## config.mk

```make
export PLATFORM = sky130hd
export DESIGN_NAME = pcd_top
export DESIGN_NICKNAME = d
export VERILOG_FILES = /design/src/common/pcd_pkg.sv /design/src/common/pcd_pair_if.sv /design/src/design/pcd_divider.sv /design/src/design/pcd_prescaler.sv /design/src/design/pcd_top.sv
export SDC_FILE = /design/constraint.sdc
export NUM_CORES = 1
export LEC_CHECK = 0
export ABC_CLOCK_PERIOD_IN_PS = 3100
export BUFFER_PORTS_ARGS = -buffer_cell sky130_fd_sc_hd__buf_2
export CAP_MARGIN = 20
export CORE_MARGIN = 2
export CORE_UTILIZATION = 40
export CTS_BUF_LIST = sky130_fd_sc_hd__clkbuf_16
export DETAILED_ROUTE_END_ITERATION = 8
export GPL_ROUTABILITY_DRIVEN = 0
export PLACE_DENSITY = 0.63
export SETUP_SLACK_MARGIN = 0.4
export SLEW_MARGIN = 20
export SYNTH_ARGS = -nofsm -noshare
export SYNTH_HDL_FRONTEND = slang
export SYNTH_SLANG_ARGS = --single-unit
```

## constraint.sdc

```tcl
create_clock -name i_clk_sys -period 3.1 [get_ports i_clk_sys]
set_clock_uncertainty 0.05 [all_clocks]
set_input_delay 0.31 -clock i_clk_sys [delete_from_list [all_inputs] [get_ports i_clk_sys]]
set_output_delay 0.31 -clock i_clk_sys [all_outputs]
set_load 0.005 [all_outputs]
```

## src/common/pcd_pkg.sv

```systemverilog
// pcd_pkg: offsets, field positions, reset values and divider codes
// for the pwm clock prescale / dead-zone block.
// assumes: one 100 MHz clock, synchronous active-high reset.
package pcd_pkg;

   // register byte offsets (low address bits only are decoded)
   localparam int ADDR_W = 12;
   localparam logic [11:0] ADDR_PRESCALE_DEADZONE = 12'h000;
   localparam logic [11:0] ADDR_DIVIDER_SELECT = 12'h004;

   // reset values
   localparam logic [31:0] RST_PRESCALE_DEADZONE = 32'h00000000;
   localparam logic [31:0] RST_DIVIDER_SELECT = 32'h00000000;

   // field positions of the prescale / dead-zone register
   localparam int PRESCALE_PAIR_LO_LSB = 0;
   localparam int PRESCALE_PAIR_HI_LSB = 8;
   localparam int DEADZONE_PAIR_LO_LSB = 16;
   localparam int DEADZONE_PAIR_HI_LSB = 24;

   // field positions of the divider select register, timer 0..3
   localparam int DIVIDER_SEL_LSB_STEP = 4;
   localparam logic [31:0] DIVIDER_SELECT_WMASK = 32'h00007777;

   // divider selection codes
   localparam logic [2:0] DIV_CODE_BY2 = 3'h0;
   localparam logic [2:0] DIV_CODE_BY4 = 3'h1;
   localparam logic [2:0] DIV_CODE_BY8 = 3'h2;
   localparam logic [2:0] DIV_CODE_BY16 = 3'h3;
   localparam logic [2:0] DIV_CODE_BY1 = 3'h4;

   // divider terminal counts (ratio minus one)
   localparam logic [3:0] DIV_LIMIT_BY1 = 4'h0;
   localparam logic [3:0] DIV_LIMIT_BY2 = 4'h1;
   localparam logic [3:0] DIV_LIMIT_BY4 = 4'h3;
   localparam logic [3:0] DIV_LIMIT_BY8 = 4'h7;
   localparam logic [3:0] DIV_LIMIT_BY16 = 4'hF;

   // ahb-lite encodings
   localparam logic [1:0] HTRANS_NONSEQ = 2'h2;
   localparam logic HRESP_OKAY = 1'b0;

   // ratio minus one for a divider code; undefined codes divide by 1
   function automatic logic [3:0] pcd_div_limit(input logic [2:0] code);
      logic [3:0] lim;
      lim = DIV_LIMIT_BY1;
      case (code)
         DIV_CODE_BY2: lim = DIV_LIMIT_BY2;
         DIV_CODE_BY4: lim = DIV_LIMIT_BY4;
         DIV_CODE_BY8: lim = DIV_LIMIT_BY8;
         DIV_CODE_BY16: lim = DIV_LIMIT_BY16;
         default: lim = DIV_LIMIT_BY1;
      endcase
      return lim;
   endfunction

endpackage

```

## src/common/pcd_pair_if.sv

```systemverilog
// pcd_pair_if: prescale value out to a pair prescaler, its tick back.
// assumes: both ends on i_clk_sys.
interface pcd_pair_if;
   logic [7:0] prescale;
   logic pre_tick;

   modport prescaler (input prescale, output pre_tick);
   modport owner (output prescale, input pre_tick);
endinterface

```

## src/design/pcd_divider.sv

```systemverilog
// pcd_divider: divides prescaler ticks by 1, 2, 4, 8 or 16.
// assumes: i_pre_tick is a one-cycle pulse on i_clk_sys.
module pcd_divider
   import pcd_pkg::*;
(
   input wire logic i_clk_sys,
   input wire logic i_reset,
   input wire logic [2:0] i_sel,
   input wire logic i_pre_tick,
   output logic o_tick
);

   typedef struct packed {
      logic [3:0] cnt;
      logic tick;
   } pcd_div_state_t;

   pcd_div_state_t state_reg;
   pcd_div_state_t state_next;
   logic [3:0] limit;

   // one output tick per limit+1 input ticks
   always_comb begin
      limit = pcd_div_limit(i_sel);
      state_next = state_reg;
      state_next.tick = 1'b0;
      if (i_pre_tick) begin
         if (state_reg.cnt >= limit) begin
            state_next.cnt = 4'h0;
            state_next.tick = 1'b1;
         end else begin
            state_next.cnt = state_reg.cnt + 4'h1;
         end
      end
   end

   // state register
   always_ff @(posedge i_clk_sys) begin
      if (i_reset) begin
         state_reg <= '0;
      end else begin
         state_reg <= state_next;
      end
   end

   assign o_tick = state_reg.tick;

endmodule

```

## src/design/pcd_prescaler.sv

```systemverilog
// pcd_prescaler: divides the system clock by prescale+1 as a tick; prescale zero gives no tick.
// assumes: prescale is stable-ish; a change takes effect in the running period.
module pcd_prescaler
   import pcd_pkg::*;
(
   input wire logic i_clk_sys,
   input wire logic i_reset,
   pcd_pair_if.prescaler pair
);

   typedef struct packed {
      logic [7:0] cnt;
      logic tick;
   } pcd_pres_state_t;

   pcd_pres_state_t state_reg;
   pcd_pres_state_t state_next;

   // count to prescale then tick; zero prescale holds the tick low
   always_comb begin
      state_next = state_reg;
      state_next.tick = 1'b0;
      if (pair.prescale == 8'h00) begin
         state_next.cnt = 8'h00;
      end else if (state_reg.cnt >= pair.prescale) begin
         state_next.cnt = 8'h00;
         state_next.tick = 1'b1;
      end else begin
         state_next.cnt = state_reg.cnt + 8'h01;
      end
   end

   // state register
   always_ff @(posedge i_clk_sys) begin
      if (i_reset) begin
         state_reg <= '0;
      end else begin
         state_reg <= state_next;
      end
   end

   assign pair.pre_tick = state_reg.tick;

endmodule

```

## src/design/pcd_top.sv

```systemverilog
// pcd_top: clock prescalers, per-timer dividers and dead-zone timing
// for a four-channel pwm group, with an ahb-lite register slave.
// assumes: single ahb-lite master, whole-word transfers, one clock.
//
// The AHB-Lite interface to the registers was decided locally.
module pcd_top
   import pcd_pkg::*;
(
   input wire logic i_clk_sys,
   input wire logic i_reset,
   input wire logic i_hsel,
   input wire logic [31:0] i_haddr,
   input wire logic [1:0] i_htrans,
   input wire logic i_hwrite,
   input wire logic [2:0] i_hsize,
   input wire logic [31:0] i_hwdata,
   input wire logic i_hready,
   input wire logic [1:0] i_dz_start,
   output logic o_hreadyout,
   output logic [31:0] o_hrdata,
   output logic o_hresp,
   output logic [1:0] o_pair_tick,
   output logic [3:0] o_timer_tick,
   output logic [1:0] o_dz_unit_tick,
   output logic [1:0] o_dz_busy
);

   typedef struct packed {
      logic [31:0] prescale_deadzone;
      logic [31:0] divider_select;
      logic wr_pend;
      logic [11:0] wr_addr;
      logic [31:0] rdata;
      logic ready;
      logic resp;
      logic [1:0] pair_tick;
      logic [3:0] timer_tick;
      logic [1:0] unit_tick;
      logic [7:0] dz_cnt_lo;
      logic [7:0] dz_cnt_hi;
      logic [1:0] dz_busy;
   } pcd_top_state_t;

   pcd_top_state_t state_reg;
   pcd_top_state_t state_next;

   pcd_pair_if pair_if [2] ();
   logic [1:0] pre_tick;
   logic [3:0] div_tick;
   logic [11:0] req_addr;
   logic req_valid;
   logic [31:0] fwd_prescale;
   logic [31:0] fwd_divsel;
   logic [31:0] dz_interval;
   logic [7:0] dz_lo_ivl;
   logic [7:0] dz_hi_ivl;

   // prescale fields drive the two pair prescalers
   assign pair_if[0].prescale = state_reg.prescale_deadzone[
      PRESCALE_PAIR_LO_LSB +: 8];
   assign pair_if[1].prescale = state_reg.prescale_deadzone[
      PRESCALE_PAIR_HI_LSB +: 8];

   // one prescaler per pair and one divider per timer
   generate
      for (genvar p = 0; p < 2; p++) begin : g_pair
         pcd_prescaler u_prescaler (
            .i_clk_sys(i_clk_sys),
            .i_reset(i_reset),
            .pair(pair_if[p])
         );
         assign pre_tick[p] = pair_if[p].pre_tick;
         for (genvar t = 0; t < 2; t++) begin : g_timer
            // timer 2p+t divides its own pair's prescaler output
            pcd_divider u_divider (
               .i_clk_sys(i_clk_sys),
               .i_reset(i_reset),
               .i_sel(state_reg.divider_select[
                  (2 * p + t) * DIVIDER_SEL_LSB_STEP +: 3]),
               .i_pre_tick(pre_tick[p]),
               .o_tick(div_tick[2 * p + t])
            );
         end
      end
   endgenerate

   // address phase qualification
   assign req_valid = i_hsel && i_hready && i_htrans[1];
   assign req_addr = i_haddr[ADDR_W - 1:0];

   // register values with a pending data-phase write folded in, so a
   // read right behind a write returns the new value
   always_comb begin
      fwd_prescale = state_reg.prescale_deadzone;
      fwd_divsel = state_reg.divider_select;
      if (state_reg.wr_pend) begin
         if (state_reg.wr_addr == ADDR_PRESCALE_DEADZONE) begin
            fwd_prescale = i_hwdata;
         end
         if (state_reg.wr_addr == ADDR_DIVIDER_SELECT) begin
            fwd_divsel = i_hwdata & DIVIDER_SELECT_WMASK;
         end
      end
   end

   // dead-zone intervals as held for software
   assign dz_interval = state_reg.prescale_deadzone;
   assign dz_lo_ivl = dz_interval[DEADZONE_PAIR_LO_LSB +: 8];
   assign dz_hi_ivl = dz_interval[DEADZONE_PAIR_HI_LSB +: 8];

   // bus slave, register update and dead-zone timing
   always_comb begin
      state_next = state_reg;
      state_next.ready = 1'b1;
      state_next.resp = HRESP_OKAY;
      // data phase write: commit i_hwdata to the register addressed in the address phase
      if (state_reg.wr_pend) begin
         state_next.prescale_deadzone = fwd_prescale;
         state_next.divider_select = fwd_divsel;
      end
      state_next.wr_pend = 1'b0;
      // address phase: latch writes, fetch read data for next cycle
      if (req_valid) begin
         state_next.wr_pend = i_hwrite;
         state_next.wr_addr = req_addr;
         state_next.rdata = 32'h00000000;
         if (!i_hwrite) begin
            case (req_addr)
               ADDR_PRESCALE_DEADZONE: state_next.rdata = fwd_prescale;
               ADDR_DIVIDER_SELECT: state_next.rdata = fwd_divsel;
               default: state_next.rdata = 32'h00000000;
            endcase
         end
      end
      // tick outputs straight from the prescalers and dividers
      state_next.pair_tick = pre_tick;
      state_next.timer_tick = div_tick;
      // one dead-zone unit per even-timer divided tick of the pair
      state_next.unit_tick = {div_tick[2], div_tick[0]};
      // pair 0/1 dead zone: load interval, count down in units
      if (i_dz_start[0]) begin
         state_next.dz_cnt_lo = dz_lo_ivl;
      end else if (div_tick[0] && state_reg.dz_cnt_lo != 8'h00) begin
         state_next.dz_cnt_lo = state_reg.dz_cnt_lo - 8'h01;
      end
      // pair 2/3 dead zone: load interval, count down in units
      if (i_dz_start[1]) begin
         state_next.dz_cnt_hi = dz_hi_ivl;
      end else if (div_tick[2] && state_reg.dz_cnt_hi != 8'h00) begin
         state_next.dz_cnt_hi = state_reg.dz_cnt_hi - 8'h01;
      end
      state_next.dz_busy[0] = state_next.dz_cnt_lo != 8'h00;
      state_next.dz_busy[1] = state_next.dz_cnt_hi != 8'h00;
   end

   // state register
   always_ff @(posedge i_clk_sys) begin
      if (i_reset) begin
         state_reg <= '0;
         state_reg.prescale_deadzone <= RST_PRESCALE_DEADZONE;
         state_reg.divider_select <= RST_DIVIDER_SELECT;
      end else begin
         state_reg <= state_next;
      end
   end

   // every output comes from the state register
   assign o_hreadyout = state_reg.ready;
   assign o_hrdata = state_reg.rdata;
   assign o_hresp = state_reg.resp;
   assign o_pair_tick = state_reg.pair_tick;
   assign o_timer_tick = state_reg.timer_tick;
   assign o_dz_unit_tick = state_reg.unit_tick;
   assign o_dz_busy = state_reg.dz_busy;

endmodule

```

==> reports/qor.csv, run 1 <==
metric,value,unit
ctsResizeCount,0,
tritoncts,done,
hpwlAfterDp,11.7,mm
post-cts-setup-buffer-count,0,
synthTopCellsByArea,"dfxtp_1 44%, ha_1 6.8%, mux2i_1 6.1%",
yosysWarnings,0,
setup_tns,0,ns
hold_depth,2,
required,3.34,ns
cts-hold-fix-buffers,0,
die_w,143,um
drt_iter0_markers,249,
worstMarginPinSlew,0.834,ns
antenna_found_initial,0,
path_delay_family,simple AND/OR/NAND/NOR gates,
yosys.area.top_type_share,44.4,%
ys_ff_latch,172,
worst-path-stages,8,
fmax,417,MHz
slew_headroom,44.4,%
ir_drop,340,uV
grt_overflow,0,
slowest_stage,or4_1,
leakage,3.61,nW
wire_per_inst,14.4,um
synth_top_cell_by_area,dfxtp_1,
grt_max_degree,55,
hold_path.class,in -> reg,
yosysMostFrequentCell,dfxtp_1,
synth_cell_type_count,49,
drc_errors,0,
intPower,3.46,mW
slowest_delay,0.56,ns
status,"complete, no violations",
crit_path_start_kind,register,
synth.net_count,989,
path_cells,inv_1 > ha_1 > or4b_4 > o21ai_4 > mux2i_1 > nor3_2 > a221oi_1 > or4_1,
maxCapViolCount,0,
grt_pass1_vias,5741,
worstPathArrival,2.64,ns
synth_enable_flop_cells,0,
p_per_area,524,nW/um^2
switching_power,1.11,mW
hold_viol,0,
total_power,4.57,mW
core.rowCount,50,
cts_root_buf,clkbuf_16,
yosysSeqAreaShare,44.4,%
finalCriticalPeriod,2.40,ns
io_pins,120,
critPathMaxFanout,4,
drt-vias-per-instance,5.01,
core,18900,um^2
syn_inst,871,
diodes,0,
path_clk_slew,0.07,ns
htreeDepth,4,
firstDrtPassIters,5,
grt_pass1_wl,28.4,mm
place.port_buffers,94,
drive_above_1_share,15.5,%
cts_buffers,17,
clk_latency,0.43,ns
area_growth,12.4,%
synth-async-reset-ratio,0,%
track_usage,17.4,%
p_clk_share,44.7,%
seqPwrFrac,49.7,%
avgSynthCellArea,8.91,um^2
path_buf_inv,1,
dieArea,20500,um^2
wirelength,17.0,mm
comb_power_share,5.6,%
synth_commonest_cells,"172 x dfxtp_1, 102 x nor2_1, 66 x nand2_1, 64 x inv_1, 48 x a21oi_1",
reg2reg_depth,8,
period_share,77.3,%
sw_frac_of_total,24.3,%
vias,5927,
synthesis.area,7760,um^2
critPathKind,reg -> reg,
clk_path_buf_depth,2,
start_util,41.1,%
drv_slew,0,
synthFlopType,dfxtp_1,
end_kind,register,
die_y,143,um
setup_viol,0,
rsz0062_at_grt,no,
fin_nets,1029,
clock_sinks,172,
largest_register_ffs,61,
postRouteAntennaNets,0,
==> routing by layer <==
metal | wire, um | up-vias | global-route usage, %
met4 | 197 | 0 | 5.42
met1 | 8300 | 2762 | 23.2
met2 | 7950 | 96 | 28.6
met5 | 0 | - | 0
li1 | - | 3051 | -
met3 | 567 | 18 | 3.43
==> cells by family after synthesis <==
kind of cell | share of synthesized area [%]
and+or+nand+nor | 19.9
DFF | 44.4
adders and majority gates | 6.77
buffers and inverters | 9.14
other | 0.0483
muxes | 6.50
AOI/OAI and AO/OA | 11.5
xor gates and xnor gates | 1.81
==> power groups by stage <==
stage / registers (mW) / clock network, mW / logic (mW)
final: 2.27 / 2.04 / 0.257
after global routing: 2.28 / 2.18 / 0.288
after CTS: 2.27 / 2.10 / 0.260
after detailed placement: 2.32 / 0 / 0.258
after global placement: 2.32 / 0 / 0.255
after floorplan: 2.31 / 0 / 0.175
==> placed cells by master (no fill, tap or decap), types with 23 or more instances in the layout <==
master	n
dfxtp_1	172
nor2_1	101
buf_2	93
nand2_1	66
inv_1	64
a21oi_1	48
mux2i_1	47
ha_1	42
nand3_1	38
o221ai_1	32
and3_1	26
nand2b_1	23
==> worst register-to-register path, cell delays in order, from the launching register on <==
cell	delay [ns]
dfxtp_1	0.33
inv_1	0.09
ha_1	0.20
or4b_4	0.50
o21ai_4	0.16
mux2i_1	0.14
nor3_2	0.15
a221oi_1	0.10
or4_1	0.56
==> area by class of cell <==
class	instances	area (um^2)
Fill cell	1890	10200
Clock inverter	14	135
Multi-Input combinational cell	555	3620
Tap cell	260	325
Inverter	64	240
Sequential cell	172	3440
Timing Repair Buffer	101	538
Clock buffer	17	425
==> path summary, 6_finish.rpt <==
| path | slack (ns) | from | end |
|---|---|---|---|
| max reg2reg | 0.70 | state_reg[10] | o_dz_busy[0] |
| min reg2reg | 0.41 | o_hrdata[24] | o_hrdata[24] |
| max | 0.70 | state_reg[10] | o_dz_busy[0] |
| min | 0.08 | i_hwrite | state_reg[72] |
==> through the flow <==
stage	worst slack [ns]	instance area [um^2]	hold slack (ns)	utilization, %	std cells
6_report	0.703	8720	0.0834	46.2	1183
2_1_floorplan	0.813	7760	0.364	-	871
5_1_grt	0.567	8720	0.0795	46.2	1183
3_5_place_dp	0.711	8160	0.392	43.2	1152
4_1_cts	0.697	8720	0.0642	46.2	1183
3_3_place_gp	0.740	8160	0.389	43.2	1152
No activity file was read; power rests on OpenSTA's default activity.
==> run 2: changes to the inputs <==
Settings changed: ABC_AREA from default to 1, ABC_CLOCK_PERIOD_IN_PS 3100 to 2100, PLACE_DENSITY 0.63 to 0.64.
Clock period 3.1 ns to 2.1 ns, I/O delays scaled along.
==> reports/qor.csv, run 2 <==
metric,value,unit,change
grt_pass1_vias,7033,,+23%
syn_inst,1257,,+44%
track_usage,18.0,%,+0.57 points
status,"complete, no violations",,
critPathMaxFanout,5,,+1
antenna_found_initial,0,,unchanged
synth.net_count,1375,,+39%
finalCriticalPeriod,1.71,ns,-0.682 ns
r2r_start,state_reg[87],,
synth-async-reset-ratio,0,%,unchanged
place.port_buffers,94,,unchanged
cts_root_buf,clkbuf_16,,
path_cells,inv_4 > o21ai_2 > ha_1 > inv_2 > nor2_2 > o211ai_1 > buf_4 > nand4_1 > inv_1 > nand2_1 > a21oi_1,,
diodes,0,,unchanged
crit_path_start_kind,register,,
setup_tns,0,ns,unchanged
htreeDepth,4,,unchanged
postRouteAntennaNets,0,,unchanged
slowest_delay,0.34,ns,-0.22 ns
period_share,81.7,%,+4.3 points
end_kind,register,,
required,2.40,ns,-0.94 ns
p_per_area,685,nW/um^2,+31%
avgSynthCellArea,6.93,um^2,-22%
drc_errors,0,,unchanged
die_w,152,um,+5.8%
tritoncts,done,,
path_clk_slew,0.07,ns,about the same
synth_commonest_cells,"374 x nand2_1, 172 x dfxtp_1, 159 x inv_1, 126 x nor2_1, 92 x nand3_1",,
area_growth,21.4,%,
n_fill_cell,2140,,+13%
start_util,40.3,%,-0.76 points
io_pins,120,,unchanged
vias,7775,,+31%
synth_top_cell_by_area,dfxtp_1,,
core,21600,um^2,+14%
fin_nets,1433,,+39%
whs_endpoint,state_reg[61],,
hold_slack,0.0318,ns,-0.0516 ns
final_common_cell,nand2_1,,
leakage,5.00,nW,+38%
reg2reg_depth,11,,+3
ys_ff_latch,172,,unchanged
ir_drop,592,uV,+74%
synth_cell_type_count,31,,-37%
grt_pass1_wl,32.9,mm,+16%
synthesis.area,8720,um^2,+12%
setup_ws,0.385,ns,-0.318 ns
wire_per_inst,13.4,um,-7.1%
grt_max_degree,113,,+110%
setup_viol,0,,unchanged
ff2ff_setup_slack,0.39,ns,-0.32 ns
clk_path_buf_depth,2,,unchanged
fmax,583,MHz,+40%
maxCapViolCount,0,,unchanged
final_cell_mix,"333 x nand2_1, 151 x dfxtp_1, 142 x inv_1",,
yosysWarnings,0,,unchanged
synth_enable_flop_cells,0,,unchanged
cts_buffers,17,,unchanged
clk_latency,0.43,ns,about the same
synthFlopType,dfxtp_1,,
r2r_end,g_pair[1].g_timer[1].u_divider.state_reg[2],,
synthTopCellsByArea,"dfxtp_1 40%, nand2_1 16%, inv_1 6.8%",,
worstMarginPinSlew,0.608,ns,-0.226 ns
die_y,152,um,+5.8%
drv_slew,0,,unchanged
critPathKind,reg -> reg,,
worstPathArrival,2.02,ns,-0.62 ns
post-place-ws,0.247,ns,-0.464 ns
yosysSeqAreaShare,39.5,%,-4.9 points
yosysMostFrequentCell,nand2_1,,
slew_headroom,59.5,%,+15 points
drt_iter0_markers,389,,+56%
hold_viol,0,,unchanged
slowest_stage,ha_1,,
min_from,i_haddr[1],,
grt_overflow,0,,unchanged
drive_above_1_share,24.5,%,+9.0 points
yosys.area.top_type_share,39.5,%,-4.9 points
drt-vias-per-instance,4.84,,-3.5%
hold_path.class,in -> reg,,
core.rowCount,54,,+8.0%
hold_depth,3,,+1
largest_register_ffs,61,,unchanged
dieArea,23000,um^2,+12%
firstDrtPassIters,5,,unchanged
clock_sinks,172,,unchanged
rsz0062_at_grt,yes,,
wirelength,21.5,mm,+26%
hpwlAfterDp,13.8,mm,+18%
-- run 2: changes by cell type after synthesis, moves of 9 or more --
cell      previous run  this run
a21o_1              14         0
a21oi_1             48        67
a31oi_1              9         0
inv_1               64       159
mux2i_1             47         0
nand2_1             66       374
nand2b_1            23         0
nand3_1             38        92
nand4_1              3        21
nor2_1             102       126
o21ai_0             11        20
o221ai_1            32         0
-- run 2: how the worst max path moves through the flow --
stage	start	to	slack, ns
after global placement	state_reg[71]	o_hrdata[13]	0.31
after CTS	dz_interval[9]	g_pair[1].u_prescaler.state_reg[4]	0.41
after detailed placement	state_reg[70]	o_hrdata[5]	0.25
after global routing	state_reg[87]	g_pair[1].g_timer[1].u_divider.state_reg[4]	0.26
final	state_reg[87]	g_pair[1].g_timer[1].u_divider.state_reg[2]	0.39
after floorplan	dz_interval[1]	g_pair[0].u_prescaler.state_reg[4]	0.43
-- run 2: area by class of cell --
cell class / count / area, um^2 / share of cell area, %
repair buffers: 131 / 936 / 8.84
flip-flops and latches: 172 / 3470 / 32.8
clock buffers: 17 / 425 / 4.02
inverters: 160 / 629 / 5.94
well taps: 280 / 350 / 3.31
multi-input cells: 832 / 4560 / 43.0
clock inverters: 15 / 208 / 1.96
repair inverters: 1 / 7.51 / 0.0709
-- run 2: cell families (layout without fill, tap and decap cells) --
family	Yosys count	in the layout	synth area share, %
compound gates	102	102	6.36
xor+xnor	17	17	1.71
fa+ha+maj	42	42	6.03
buf+inv	253	324	13.4
flops	172	172	39.5
other cells	1	1	0.0430
simple gates	670	670	32.9
-- run 2: what timing repair did --
| item | CTS | global route |
|---|---|---|
| setup buffers | 2 | 16 |
| cloned | 1 | 4 |
| gates resized for setup | 22 | 159 |
| endpoints found under the hold margin | 1 | 0 |
| pin swaps | 3 | 43 |
| hold buffers | 1 | 0 |
| setup endpoints to repair | 50 | 65 |
-- run 2: power breakdown --
part / switching, mW / internal [mW] / leakage, nW
Sequential: 0.0327 / 3.30 / 1.40
Clock: 1.41 / 2.01 / 0.303
Combinational: 0.315 / 0.187 / 3.29
-- run 2: metrics by stage --
stage	cell area, um^2	power, mW	instances	util, %
4_1_cts	9850	7.25	1588	45.6
5_1_grt	10600	7.50	1608	49.0
3_3_place_gp	9130	3.83	1552	42.2
3_5_place_dp	9130	3.83	1552	42.2
2_1_floorplan	8720	3.69	1257	-
6_report	10600	7.26	1608	49.0
-- run 2: worst max-delay path: cells and delay by family, from the launching register on --
kind / cells / cell delay, ns
flip-flops: 1 / 0.33
AO/OA/AOI/OAI: 3 / 0.37
buffers and inverters: 4 / 0.38
AND/OR/NAND/NOR: 3 / 0.18
adder cells (fa/ha/maj): 1 / 0.34
-- run 2: layer usage --
layer | track usage [%] | routed length (um) | up-vias
met1 | 23.1 | 9880 | 3585
li1 | - | - | 4018
met4 | 4.72 | 298 | 0
met3 | 3.50 | 921 | 20
met2 | 30.9 | 10400 | 152
met5 | 0 | 0 | -
==> run 3: changes to the inputs <==
Settings changed: ABC_CLOCK_PERIOD_IN_PS 2100 to 1730, PLACE_DENSITY 0.64 to 0.62.
Clock period 2.1 ns to 1.73 ns, I/O delays scaled along.
==> reports/qor.csv, run 3 (synthesis gave the netlist of run 2 again) <==
metric,value,unit,change
cts_buffers,17,,unchanged
hold_path.class,in -> reg,,
multi_input_area,5330,um^2,+17%
status,"complete, no violations",,
tritoncts,done,,
grt_max_degree,113,,unchanged
antenna_found_initial,0,,unchanged
core,21600,um^2,unchanged
wirelength,22.6,mm,+5.1%
drc_errors,0,,unchanged
drv_slew,0,,unchanged
final_common_cell,nand2_1,,
required,1.97,ns,-0.43 ns
utilization,54.2,%,+5.2 points
firstDrtPassIters,5,,unchanged
grt_overflow,0,,unchanged
clk_latency,0.43,ns,about the same
drt_iter0_markers,463,,+19%
p_per_area,694,nW/um^2,+1.2%
postRouteAntennaNets,0,,unchanged
drive_above_1_share,40.2,%,+16 points
worstMarginPinSlew,0.566,ns,-0.0420 ns
period_share,95.2,%,+14 points
ir_drop,590,uV,-0.37%
vias,8067,,+3.8%
critPathMaxFanout,6,,+1
slew_headroom,62.3,%,+2.8 points
diodes,0,,unchanged
core.rowCount,54,,unchanged
grt_pass1_wl,34.9,mm,+6.1%
seq_area,3520,um^2,+1.3%
crit_path_start_kind,register,,
end_kind,register,,
rsz0062_at_grt,yes,,
hold_slack,0.00912,ns,-0.0226 ns
critPathKind,reg -> reg,,
area_growth,34.3,%,
n_fill_cell,2015,,-5.8%
grt_pass1_vias,7324,,+4.1%
clock_sinks,172,,unchanged
stdcell_area,11700,um^2,+11%
track_usage,19.1,%,+1.1 points
maxCapViolCount,0,,unchanged
clk_path_buf_depth,2,,unchanged
path_clk_slew,0.06,ns,about the same
leakage,5.61,nW,+12%
setup_viol,0,,unchanged
die_w,152,um,unchanged
wire_per_inst,13.7,um,+2.7%
place.port_buffers,94,,unchanged
worstPathArrival,1.89,ns,-0.13 ns
dieArea,23000,um^2,unchanged
fin_nets,1472,,+2.7%
placed_area,9890,um^2,+8.3%
cts_root_buf,clkbuf_16,,
hold_viol,0,,unchanged
io_pins,120,,unchanged
htreeDepth,4,,unchanged
fmax,607,MHz,+4.1%
start_util,40.3,%,unchanged
largest_register_ffs,61,,unchanged
hpwlAfterDp,14.5,mm,+5.2%
final_cell_mix,"250 x nand2_1, 124 x dfxtp_1, 120 x inv_1",,
die_y,152,um,unchanged
drt-vias-per-instance,4.90,,+1.4%
finalCriticalPeriod,1.65,ns,-0.0683 ns
run 3: changes by cell type in the layout (fill, tap and decap cells not counted), sizes merged:
cell and change:
buf +36, clkinv +6, inv -1, clkinvlp -3
bufinv -4, dlygate4sd3 +2, bufbuf +2
run 3: path summary, 6_finish.rpt:
kind	startpoint	end	slack [ns]	cells after the start
max	state_reg[67]	o_hrdata[7]	0.08	11
max reg2reg	state_reg[67]	o_hrdata[7]	0.08	11
min reg2reg	g_pair[1].g_timer[1].u_divider.o_tick	o_timer_tick[3]	0.36	2
min	i_haddr[8]	state_reg[68]	0.009	3
run 3: repair_timing:
item,4_1_cts,5_1_grt
setup buffers,32,12
gates cloned,2,3
hold buffers,3,0
pin swaps,36,70
endpoints found under the hold margin,3,0
endpoints found under the setup margin,132,153
resized for setup,77,198
run 3: layout make-up:
type,instances,area share [%]
flip-flops and latches,172,30.0
multi-input cells,832,45.5
clock inverters,14,0.566
inverters,160,5.41
well taps,280,2.99
clock buffers,17,3.63
repair buffers,171,11.8
run 3: per-layer routing:
layer  routed length, um  vias to the layer above  global-route usage [%]
li1                    -                     4095                       -
met1               10200                     3801                    24.3
met2               11200                      146                    32.9
met3                 830                       25                    3.11
met4                 345                        0                    6.53
met5                   0                        -                       0
run 3: per-stage QoR:
| stage | total power [mW] | cells | setup TNS (ns) | worst slack, ns |
|---|---|---|---|---|
| finish | 8.12 | 1646 | 0 | 0.0833 |
| global route | 8.46 | 1646 | -0.0212 | -0.00765 |
| CTS | 8.11 | 1631 | 0 | 0.0851 |
| detailed placement | 4.72 | 1563 | 0 | 0.0202 |
| global placement | 4.71 | 1563 | 0 | 0.0726 |
| floorplan | 4.53 | 1257 | 0 | 0.208 |
run 3: power breakdown:
group	internal, mW	switching [mW]	total [mW]
clock	1.77	1.55	3.33
sequential	4.01	0.0384	4.05
combinational	0.298	0.453	0.751
run 3: critical path, stage by stage (launching register included):
cell and delay, ns:
dfxtp_2 0.31, inv_2 0.04, nand4_1 0.14, nor2_4 0.21
nand2_4 0.14, clkinv_8 0.12, clkbuf_16 0.18, nand2_4 0.06
nand3_2 0.07, nand2_2 0.06, nand2_1 0.05, a21oi_1 0.06
